**src/hw/cdps_pkg.sv**
```systemverilog
package cdps_pkg;

    // ==========================================================
    // Widths
    localparam int ADDR_W = 8;
    localparam int DATA_W = 32;
    localparam int CNT_W  = 16;
    localparam int SS_W   = 13;
    localparam int STEP_W = 16;
    localparam int IRQ_W  = 5;
    localparam int PIN_W  = 5;

    // ==========================================================
    // Register byte offsets
    localparam logic [ADDR_W-1:0] ADR_CTRL    = 8'h00;
    localparam logic [ADDR_W-1:0] ADR_DUTY    = 8'h04;
    localparam logic [ADDR_W-1:0] ADR_SS_STEP = 8'h08;
    localparam logic [ADDR_W-1:0] ADR_STATUS  = 8'h0C;
    localparam logic [ADDR_W-1:0] ADR_IRQ_ST  = 8'h10;
    localparam logic [ADDR_W-1:0] ADR_IRQ_MSK = 8'h14;

    // ==========================================================
    // Field positions
    localparam int CTRL_RUN_BIT   = 0;
    localparam int STAT_MODE_BIT  = 0;
    localparam int STAT_RUN_BIT   = 1;
    localparam int STAT_PHASE_LSB = 2;
    localparam int STAT_SS_LSB    = 16;
    localparam int IRQ_FAULT_BIT  = 0;
    localparam int IRQ_TSD_BIT    = 1;
    localparam int IRQ_SUPPLY_UNDERVOLTAGE_LOCKOUT_BIT   = 2;
    localparam int IRQ_SYNC_BIT   = 3;
    localparam int IRQ_DIS_BIT    = 4;

    // ==========================================================
    // Pin vector positions
    localparam int PIN_EN    = 4;
    localparam int PIN_MODE  = 3;
    localparam int PIN_FLT_N = 2;
    localparam int PIN_TSD   = 1;
    localparam int PIN_GOOD  = 0;

    // ==========================================================
    // Reset values
    localparam logic [CNT_W-1:0]  DUTY_RST    = 16'hFFFF;
    localparam logic [STEP_W-1:0] SS_STEP_RST = 16'h0028;

    // ==========================================================
    // Soft-start ramp levels in millivolts
    localparam logic [SS_W-1:0] SS_TH1_MV  = 13'h0208;
    localparam logic [SS_W-1:0] SS_TH2_MV  = 13'h1194;
    localparam logic [SS_W-1:0] SS_FULL_MV = 13'h1388;

    // ==========================================================
    // Timing
    localparam int CLK_PERIOD_NS = 25;
    localparam int CLOCK_KHZ     = 40000;
    localparam int PWM_FREQ_KHZ  = 200;
    localparam int PERIOD_CYC    = CLOCK_KHZ / PWM_FREQ_KHZ;
    localparam int DEAD_TIME_NS  = 50;
    localparam int DEAD_CYC      = (DEAD_TIME_NS + CLK_PERIOD_NS - 1) / CLK_PERIOD_NS;

    // ==========================================================
    // Phases and state
    typedef enum logic [1:0] {
        PH_OFF,
        PH_WAIT,
        PH_NONSYNC,
        PH_SYNC
    } cdps_phase_t;

    typedef struct packed {
        logic                 en_q;
        logic                 fault_n_q;
        logic                 tsd_q;
        logic                 good_q;
        logic                 mode;
        cdps_phase_t          phase;
        logic [SS_W-1:0]      ss;
        logic [STEP_W-1:0]    step_cnt;
        logic [CNT_W-1:0]     cnt;
        logic                 hs;
        logic                 ls;
        logic [CNT_W-1:0]     duty;
        logic [STEP_W-1:0]    ss_step;
        logic                 ctrl_run;
        logic [IRQ_W-1:0]     irq_st;
        logic [IRQ_W-1:0]     irq_mask;
        logic [DATA_W-1:0]    rdata;
    } cdps_state_t;

endpackage : cdps_pkg

```
**src/hw/cdps_pin_if.sv**
```systemverilog
`timescale 1ns/1ps

// ==========================================================
// Raw pins in, synchronised levels out
interface cdps_pin_if #(parameter int W = 1);
    logic [W-1:0] raw;
    logic [W-1:0] synced;
    modport src (output raw, input synced);
    modport snk (input raw, output synced);
endinterface : cdps_pin_if

```
**src/hw/cdps_sync.sv**
```systemverilog
`timescale 1ns/1ps

module cdps_sync #(
    parameter int W = 1
) (
    input  wire logic i_clock,
    input  wire logic i_reset,
    input  wire logic i_clock_en,
    cdps_pin_if.snk   pins
);
    import cdps_pkg::*;

    typedef struct packed {
        logic [W-1:0] s1;
        logic [W-1:0] s2;
    } cdps_sync_state_t;

    cdps_sync_state_t st_reg;
    cdps_sync_state_t st_next;

    // ==========================================================
    // Two-stage synchroniser; only the second stage leaves
    always_comb begin
        st_next    = st_reg;
        st_next.s1 = pins.raw;
        st_next.s2 = st_reg.s1;
    end

    always_ff @(posedge i_clock) begin
        if (i_reset) begin
            st_reg <= '0;
        end else if (i_clock_en) begin
            st_reg <= st_next;
        end
    end

    assign pins.synced = st_reg.s2;

endmodule : cdps_sync

```
**src/hw/cdps_top.sv**
```systemverilog
// Strobed register access and the register offsets were decided locally.
`timescale 1ns/1ps

// Notes on behaviour
// Mode input high means charge, low means discharge.
// Enable rising edge captures mode; mode then held while enabled.
// Fault input returning high also recaptures mode, held while enabled.
// Mode may change only while disabled by enable, fault, thermal or undervoltage. The code also lets mode follow the pin while the CTRL run bit is clear.
// Controller drops enable, changes mode, then raises enable again.
// Charge: high-side pulse first; discharge: low-side pulse first.
// Charge runs as buck, discharge runs as boost.
// Enable low stops switching and holds both drives low.
// Thermal shutdown, undervoltage or fault input low also stop switching.
// No switching until supply good; stop again only when it drops.
// Enable rising starts a linearly rising soft-start ramp.
// Below first ramp threshold both drives stay low.
// Past first threshold, only the mode's main switch runs, duty growing.
// Past upper threshold, both drives switch in mode order.
// Permitted duty rises in proportion to the ramp level.
// Fault low discharges ramp; fault high resumes with fresh soft start.
// Thermal shutdown forces drives low and resets ramp until it clears.
// Any disable resets the ramp so re-enable starts a new soft start.
module cdps_top #(
    parameter int unsigned PERIOD = cdps_pkg::PERIOD_CYC
) (
    input  wire logic                         i_clock,
    input  wire logic                         i_reset,
    input  wire logic                         i_clock_en,
    input  wire logic                         i_enable,
    input  wire logic                         i_mode,
    input  wire logic                         i_fault_n,
    input  wire logic                         i_thermal_shutdown,
    input  wire logic                         i_supply_good,
    input  wire logic [cdps_pkg::ADDR_W-1:0]  i_addr,
    input  wire logic [cdps_pkg::DATA_W-1:0]  i_wdata,
    input  wire logic                         i_write,
    input  wire logic                         i_read,
    output logic      [cdps_pkg::DATA_W-1:0]  o_rdata,
    output logic                              o_irq,
    output logic                              o_high_side_drive,
    output logic                              o_low_side_drive
);
    import cdps_pkg::*;

    // ==========================================================
    // Declarations
    cdps_state_t        st_reg;
    cdps_state_t        st_next;
    logic               en_s;
    logic               mode_s;
    logic               fault_n_s;
    logic               tsd_s;
    logic               good_s;
    logic               run;
    logic               en_rise;
    logic               fault_rise;
    logic [CNT_W-1:0]   ramp_lim;
    logic [CNT_W-1:0]   lim;
    logic               main_on;
    logic               partner_on;
    logic [IRQ_W-1:0]   events;
    logic [IRQ_W-1:0]   w1c;
    logic [DATA_W-1:0]  status_word;

    cdps_pin_if #(.W(PIN_W)) pins ();

    // ==========================================================
    // Pin synchronisers
    assign pins.raw = {i_enable, i_mode, i_fault_n, i_thermal_shutdown, i_supply_good};

    cdps_sync #(
        .W (PIN_W)
    ) u_sync (
        .i_clock    (i_clock),
        .i_reset    (i_reset),
        .i_clock_en (i_clock_en),
        .pins       (pins)
    );

    assign en_s      = pins.synced[PIN_EN];
    assign mode_s    = pins.synced[PIN_MODE];
    assign fault_n_s = pins.synced[PIN_FLT_N];
    assign tsd_s     = pins.synced[PIN_TSD];
    assign good_s    = pins.synced[PIN_GOOD];

    // ==========================================================
    // Enable gate and edge detection
    assign run        = en_s & fault_n_s & ~tsd_s & good_s & st_reg.ctrl_run;
    assign en_rise    = en_s & ~st_reg.en_q;
    assign fault_rise = fault_n_s & ~st_reg.fault_n_q;

    // ==========================================================
    // Duty limits and switch timing
    assign ramp_lim = CNT_W'((32'(st_reg.ss) * 32'(PERIOD)) / 32'(SS_FULL_MV));
    assign lim      = (st_reg.duty < ramp_lim) ? st_reg.duty : ramp_lim;

    // Main switch leads each period; partner waits a dead time after it
    assign main_on    = ((st_reg.phase == PH_NONSYNC) || (st_reg.phase == PH_SYNC))
                        && (st_reg.cnt < lim);
    assign partner_on = (st_reg.phase == PH_SYNC)
                        && ({1'b0, st_reg.cnt} >= ({1'b0, lim} + 17'(DEAD_CYC)))
                        && (st_reg.cnt < CNT_W'(PERIOD - DEAD_CYC));

    // ==========================================================
    // Interrupt sources
    assign events[IRQ_FAULT_BIT] = st_reg.fault_n_q & ~fault_n_s;
    assign events[IRQ_TSD_BIT]   = tsd_s & ~st_reg.tsd_q;
    assign events[IRQ_SUPPLY_UNDERVOLTAGE_LOCKOUT_BIT]  = st_reg.good_q & ~good_s;
    // Same condition as the phase step into sync, taken from registers only
    assign events[IRQ_SYNC_BIT]  = run && (st_reg.phase == PH_NONSYNC)
                                   && (st_reg.ss > SS_TH2_MV);
    assign events[IRQ_DIS_BIT]   = st_reg.en_q & ~en_s;

    assign w1c = (i_write && (i_addr == ADR_IRQ_ST)) ? i_wdata[IRQ_W-1:0] : '0;

    // Status word for readback
    always_comb begin
        status_word                                = '0;
        status_word[STAT_MODE_BIT]                 = st_reg.mode;
        status_word[STAT_RUN_BIT]                  = run;
        status_word[STAT_PHASE_LSB +: 2]           = st_reg.phase;
        status_word[STAT_SS_LSB +: SS_W]           = st_reg.ss;
    end

    // ==========================================================
    // Next-state logic
    always_comb begin
        st_next           = st_reg;
        st_next.en_q      = en_s;
        st_next.fault_n_q = fault_n_s;
        st_next.tsd_q     = tsd_s;
        st_next.good_q    = good_s;
        st_next.rdata     = '0;

        // Mode follows the pin while disabled, frozen once running
        if (!run || en_rise || fault_rise) begin
            st_next.mode = mode_s;
        end

        // Phase sequencing and ramp
        if (!run) begin
            st_next.phase    = PH_OFF;
            st_next.ss       = '0;
            st_next.step_cnt = '0;
            st_next.cnt      = '0;
        end else begin
            if (st_reg.ss < SS_FULL_MV) begin
                if (st_reg.step_cnt >= st_reg.ss_step) begin
                    st_next.step_cnt = '0;
                    st_next.ss       = st_reg.ss + 13'h1;
                end else begin
                    st_next.step_cnt = st_reg.step_cnt + 16'h1;
                end
            end
            if (st_reg.cnt >= CNT_W'(PERIOD - 1)) begin
                st_next.cnt = '0;
            end else begin
                st_next.cnt = st_reg.cnt + 16'h1;
            end
            case (st_reg.phase)
                PH_OFF: begin
                    st_next.phase = PH_WAIT;
                end
                PH_WAIT: begin
                    if (st_reg.ss >= SS_TH1_MV) begin
                        st_next.phase = PH_NONSYNC;
                    end
                end
                PH_NONSYNC: begin
                    if (st_reg.ss > SS_TH2_MV) begin
                        st_next.phase = PH_SYNC;
                    end
                end
                PH_SYNC: begin
                    st_next.phase = PH_SYNC;
                end
                default: begin
                    st_next.phase = PH_OFF;
                end
            endcase
        end

        // Drive steering: buck leads with high side, boost with low side
        if (!run) begin
            st_next.hs = 1'b0;
            st_next.ls = 1'b0;
        end else if (st_reg.mode) begin
            st_next.hs = main_on;
            st_next.ls = partner_on;
        end else begin
            st_next.hs = partner_on;
            st_next.ls = main_on;
        end

        // Register writes
        if (i_write) begin
            case (i_addr)
                ADR_CTRL:    st_next.ctrl_run = i_wdata[CTRL_RUN_BIT];
                ADR_DUTY:    st_next.duty     = i_wdata[CNT_W-1:0];
                ADR_SS_STEP: st_next.ss_step  = i_wdata[STEP_W-1:0];
                ADR_IRQ_MSK: st_next.irq_mask = i_wdata[IRQ_W-1:0];
                default:     st_next.ctrl_run = st_reg.ctrl_run;
            endcase
        end

        // Sticky events; a new event beats a simultaneous clear
        st_next.irq_st = (st_reg.irq_st & ~w1c) | events;

        // Register reads, answered in the next cycle
        if (i_read) begin
            case (i_addr)
                ADR_CTRL:    st_next.rdata = DATA_W'(st_reg.ctrl_run);
                ADR_DUTY:    st_next.rdata = DATA_W'(st_reg.duty);
                ADR_SS_STEP: st_next.rdata = DATA_W'(st_reg.ss_step);
                ADR_STATUS:  st_next.rdata = status_word;
                ADR_IRQ_ST:  st_next.rdata = DATA_W'(st_reg.irq_st);
                ADR_IRQ_MSK: st_next.rdata = DATA_W'(st_reg.irq_mask);
                default:     st_next.rdata = 32'h0000_0000;
            endcase
        end
    end

    // ==========================================================
    // State register
    always_ff @(posedge i_clock) begin
        if (i_reset) begin
            st_reg          <= '0;
            st_reg.duty     <= DUTY_RST;
            st_reg.ss_step  <= SS_STEP_RST;
            st_reg.ctrl_run <= 1'b1;
        end else if (i_clock_en) begin
            st_reg <= st_next;
        end
    end

    // ==========================================================
    // Outputs
    assign o_high_side_drive = st_reg.hs;
    assign o_low_side_drive  = st_reg.ls;
    assign o_rdata           = st_reg.rdata;
    assign o_irq             = |(st_reg.irq_st & st_reg.irq_mask);
endmodule : cdps_top
```
**config.mk**
```make
export PLATFORM = sky130hd
export DESIGN_NAME = cdps_top
export DESIGN_NICKNAME = d
export VERILOG_FILES = /design/src/hw/cdps_pkg.sv /design/src/hw/cdps_pin_if.sv /design/src/hw/cdps_sync.sv /design/src/hw/cdps_top.sv
export SDC_FILE = /design/constraint.sdc
export NUM_CORES = 1
export LEC_CHECK = 0
export ABC_AREA = 1
export BUFFER_PORTS_ARGS = -buffer_cell sky130_fd_sc_hd__buf_4
export CAP_MARGIN = 20
export CORE_ASPECT_RATIO = 0.75
export CORE_UTILIZATION = 30
export DETAILED_ROUTE_END_ITERATION = 10
export GPL_TIMING_DRIVEN = 1
export SYNTH_ARGS = -nofsm -noshare
export SYNTH_HDL_FRONTEND = slang
export SYNTH_SLANG_ARGS = --single-unit
```
**constraint.sdc**
```tcl
create_clock -name i_clock -period 9.8 [get_ports i_clock]
set_input_delay 1.96 -clock i_clock [delete_from_list [all_inputs] [get_ports i_clock]]
set_output_delay 1.96 -clock i_clock [all_outputs]
set_load 0.1 [all_outputs]
```
==> impl_metrics.toml <==
[logic_synthesis]
ys_async_sr_fraction_pct = 0
synthCells = 1910
syn_avg_cell_area_um2 = 6.48
ys_ff_latch = 136
yosysSeqAreaShare_pct = 22.0
ys.flop_type = "dfxtp_1"
synth_area_um2 = 12400
ys_types = 57
synth_edf_count = 0
yosys_warnings = 0

[detailed_routing]
finalWirelength_mm = 36.5
drc_errors = 0
drt_iter0_markers = 811
drt_first_pass_iters = 5
drtAntennaViolNets = 0
vias = 13400
wire_per_inst_um = 12.9
viasPerCell = 4.74

[global_route]
grtUsageTotal_pct = 16.9
grt_pass1_vias = 12500
antenna_found_initial = 0
grt_pass1_wl_mm = 59.2
grt-ovfl-total = 0
grt_max_degree = 62

[cells_and_area]
largest_register_ffs = 95
syn2layout_area_growth_pct = 41.3
fin_area_um2 = 17500
nets = 2468
utilization_pct = 42.9
antenna_cells = 0
filler_cell_count = 4121
drive_above_1_share_pct = 33.8
final_cells = 2826

[floorplan]
die_y_um = 178
num_io_pins = 85
die-area_um2 = 42100
die_w_um = 237
start_util_pct = 30.4
fp.coreArea_um2 = 40800
rows = 64

[sta]
fin_crit_ps = 11470
whs_ps = 459
tns_ps = -3340
fin_skew_ps = 12.2
setup_ws_ps = -1670
slew_violations = 0
fin_crit_sh_pct = 117
relSlewSlack_pct = 31.3
final-setup-viol-count = 2
tightest_slew_ps = 1030
hold_viol_final = 0
rsz0062_at_grt = "yes"
max_freq_mhz = 87.2

[critical_path]
required_ps = 10070
cpMostUsedCell = "nand2_2"
worstSetupStartpointType = "register"
worstPathMaxFanout = 8
cp.arrival_ps = 11750
worst-setup-path-type = "register to register"
worstSetupEndpointType = "register"
slowest_delay_ps = 550
slowest_stage = "fa_1"

[placement]
hpwl_mm = 27.6
placed_area_um2 = 15500
port_buffers = 65
placed_cells = 2729
place_congestion = 0.900
pre_cts_ws_ps = -1920

[power_and_ir_drop]
ir_drop_v = 0.000115
p_leak_nw = 8.61
power_density_nw_per_um2 = 72.5
fin_total_pwr_mw = 1.27

[clocking]
ctsHoldBuffers = 0
worstSkewPairLatency_ps = 420
tritoncts = "built"
clk_pin_slew_ps = 70
clock-sinks = 136
cts_buffer_depth = 2
cts_buffers = 17
cts_root_buf = "clkbuf_16"
htreeDepth = 4

[run_status]
status = "finished, violations left"
violations = "setup timing"

[min_path]
hold_class = "register to register"

[flow_run]
maxCapViolCount = 0
==> final cells by class <==
cell class                 count  area, um2  share of cell area, %
sequential                   136       2750                   15.7
multi-input combinational   1437       9240                   52.8
timing repair buffer         408       3170                   18.1
clock buffer                  19        453                   2.59
clock inverter                12        145                  0.829
tap                          528        661                   3.77
inverter                     286       1080                   6.18
==> kinds of logic (layout without fill, tap and decap cells) <==
kind of cell | count (synthesis) | in the layout | share of synthesized area (%)
AOI/OAI and AO/OA | 275 | 276 | 12.9
xor gates and xnor gates | 35 | 35 | 2.48
adders and majority gates | 132 | 132 | 13.8
buffers and inverters | 356 | 725 | 12.3
DFF | 136 | 136 | 22.0
other | 2 | 16 | 0.0606
and+or+nand+nor | 974 | 978 | 36.4
==> worst max-delay path, delay by kind of cell, from the launching register on <==
kind | cells | cell delay [ps]
simple gates | 62 | 5500
fa+ha+maj | 5 | 1540
compound gates | 11 | 1370
xor+xnor | 3 | 430
buf+inv | 20 | 2050
flops | 1 | 380
==> synth_stat cells (7+ instances only) <==
cell type  number  area [um2]
a211oi_1        7        52.6
a21oi_1       118         591
a31oi_1         7        43.8
buf_4          33         248
buf_6           8        90.1
clkbuf_1       28         105
dfxtp_1       136        2720
fa_1            8         160
ha_1          124        1550
inv_1         259         972
inv_2          24        90.1
nand2_1       517        1940
nand2_2        50         313
nand2_4        11         124
nand3_1       140         701
nand3_2         8        80.1
nand4_1        41         257
nor2_1        131         492
nor2_2         14        87.6
nor2_4          9         101
nor3_1         19        95.1
nor4_1          7        43.8
o211ai_1       15         113
o21ai_0        71         355
o21ai_1         9        45.0
o22ai_1        12        75.1
xnor2_1         8        70.1
xor2_1         27         236
==> power by group <==
part	internal [mW]	total (mW)	switching, mW	leakage [nW]
sequential	0.556	0.560	0.00352	1.11
combinational	0.0190	0.0606	0.0416	7.22
clock	0.390	0.649	0.259	0.280
total	0.966	1.27	0.304	8.61
==> metal layers <==
metal	GRT usage, %	part of all wire, %
met1	24.2	50
met2	27.2	44
met4	4.19	1.2
met5	0	0
met3	1.68	4.5
==> layout by cell type, fill, tap and decap left out, types with 17 or more instances in the layout <==
cell,count
a21oi_1,106
buf_4,388
clkbuf_16,17
dfxtp_1,127
ha_1,113
inv_1,237
inv_2,44
nand2_1,446
nand2_2,103
nand2_4,26
nand3_1,114
nand3_2,27
nand4_1,41
nor2_1,106
nor2_2,21
nor2_4,27
o21ai_0,68
xor2_1,26
==> worst paths after layout <==
check                     end             startpoint  cells after the start  slack [ps]
max          o_low_side_drive            st_reg[115]                    101       -1670
min reg2reg       st_reg[124]  u_sync.pins.synced[3]                      2         460
min               st_reg[124]  u_sync.pins.synced[3]                      2         460
max reg2reg  o_low_side_drive            st_reg[115]                    101       -1670
==> repair_timing <==
action,in CTS,in global routing
endpoints found under the setup margin,2,2
buffers inserted,42,18
cloned,5,0
resized for setup,106,110
pin swaps,57,93
Power figures use the tool's default switching activity.
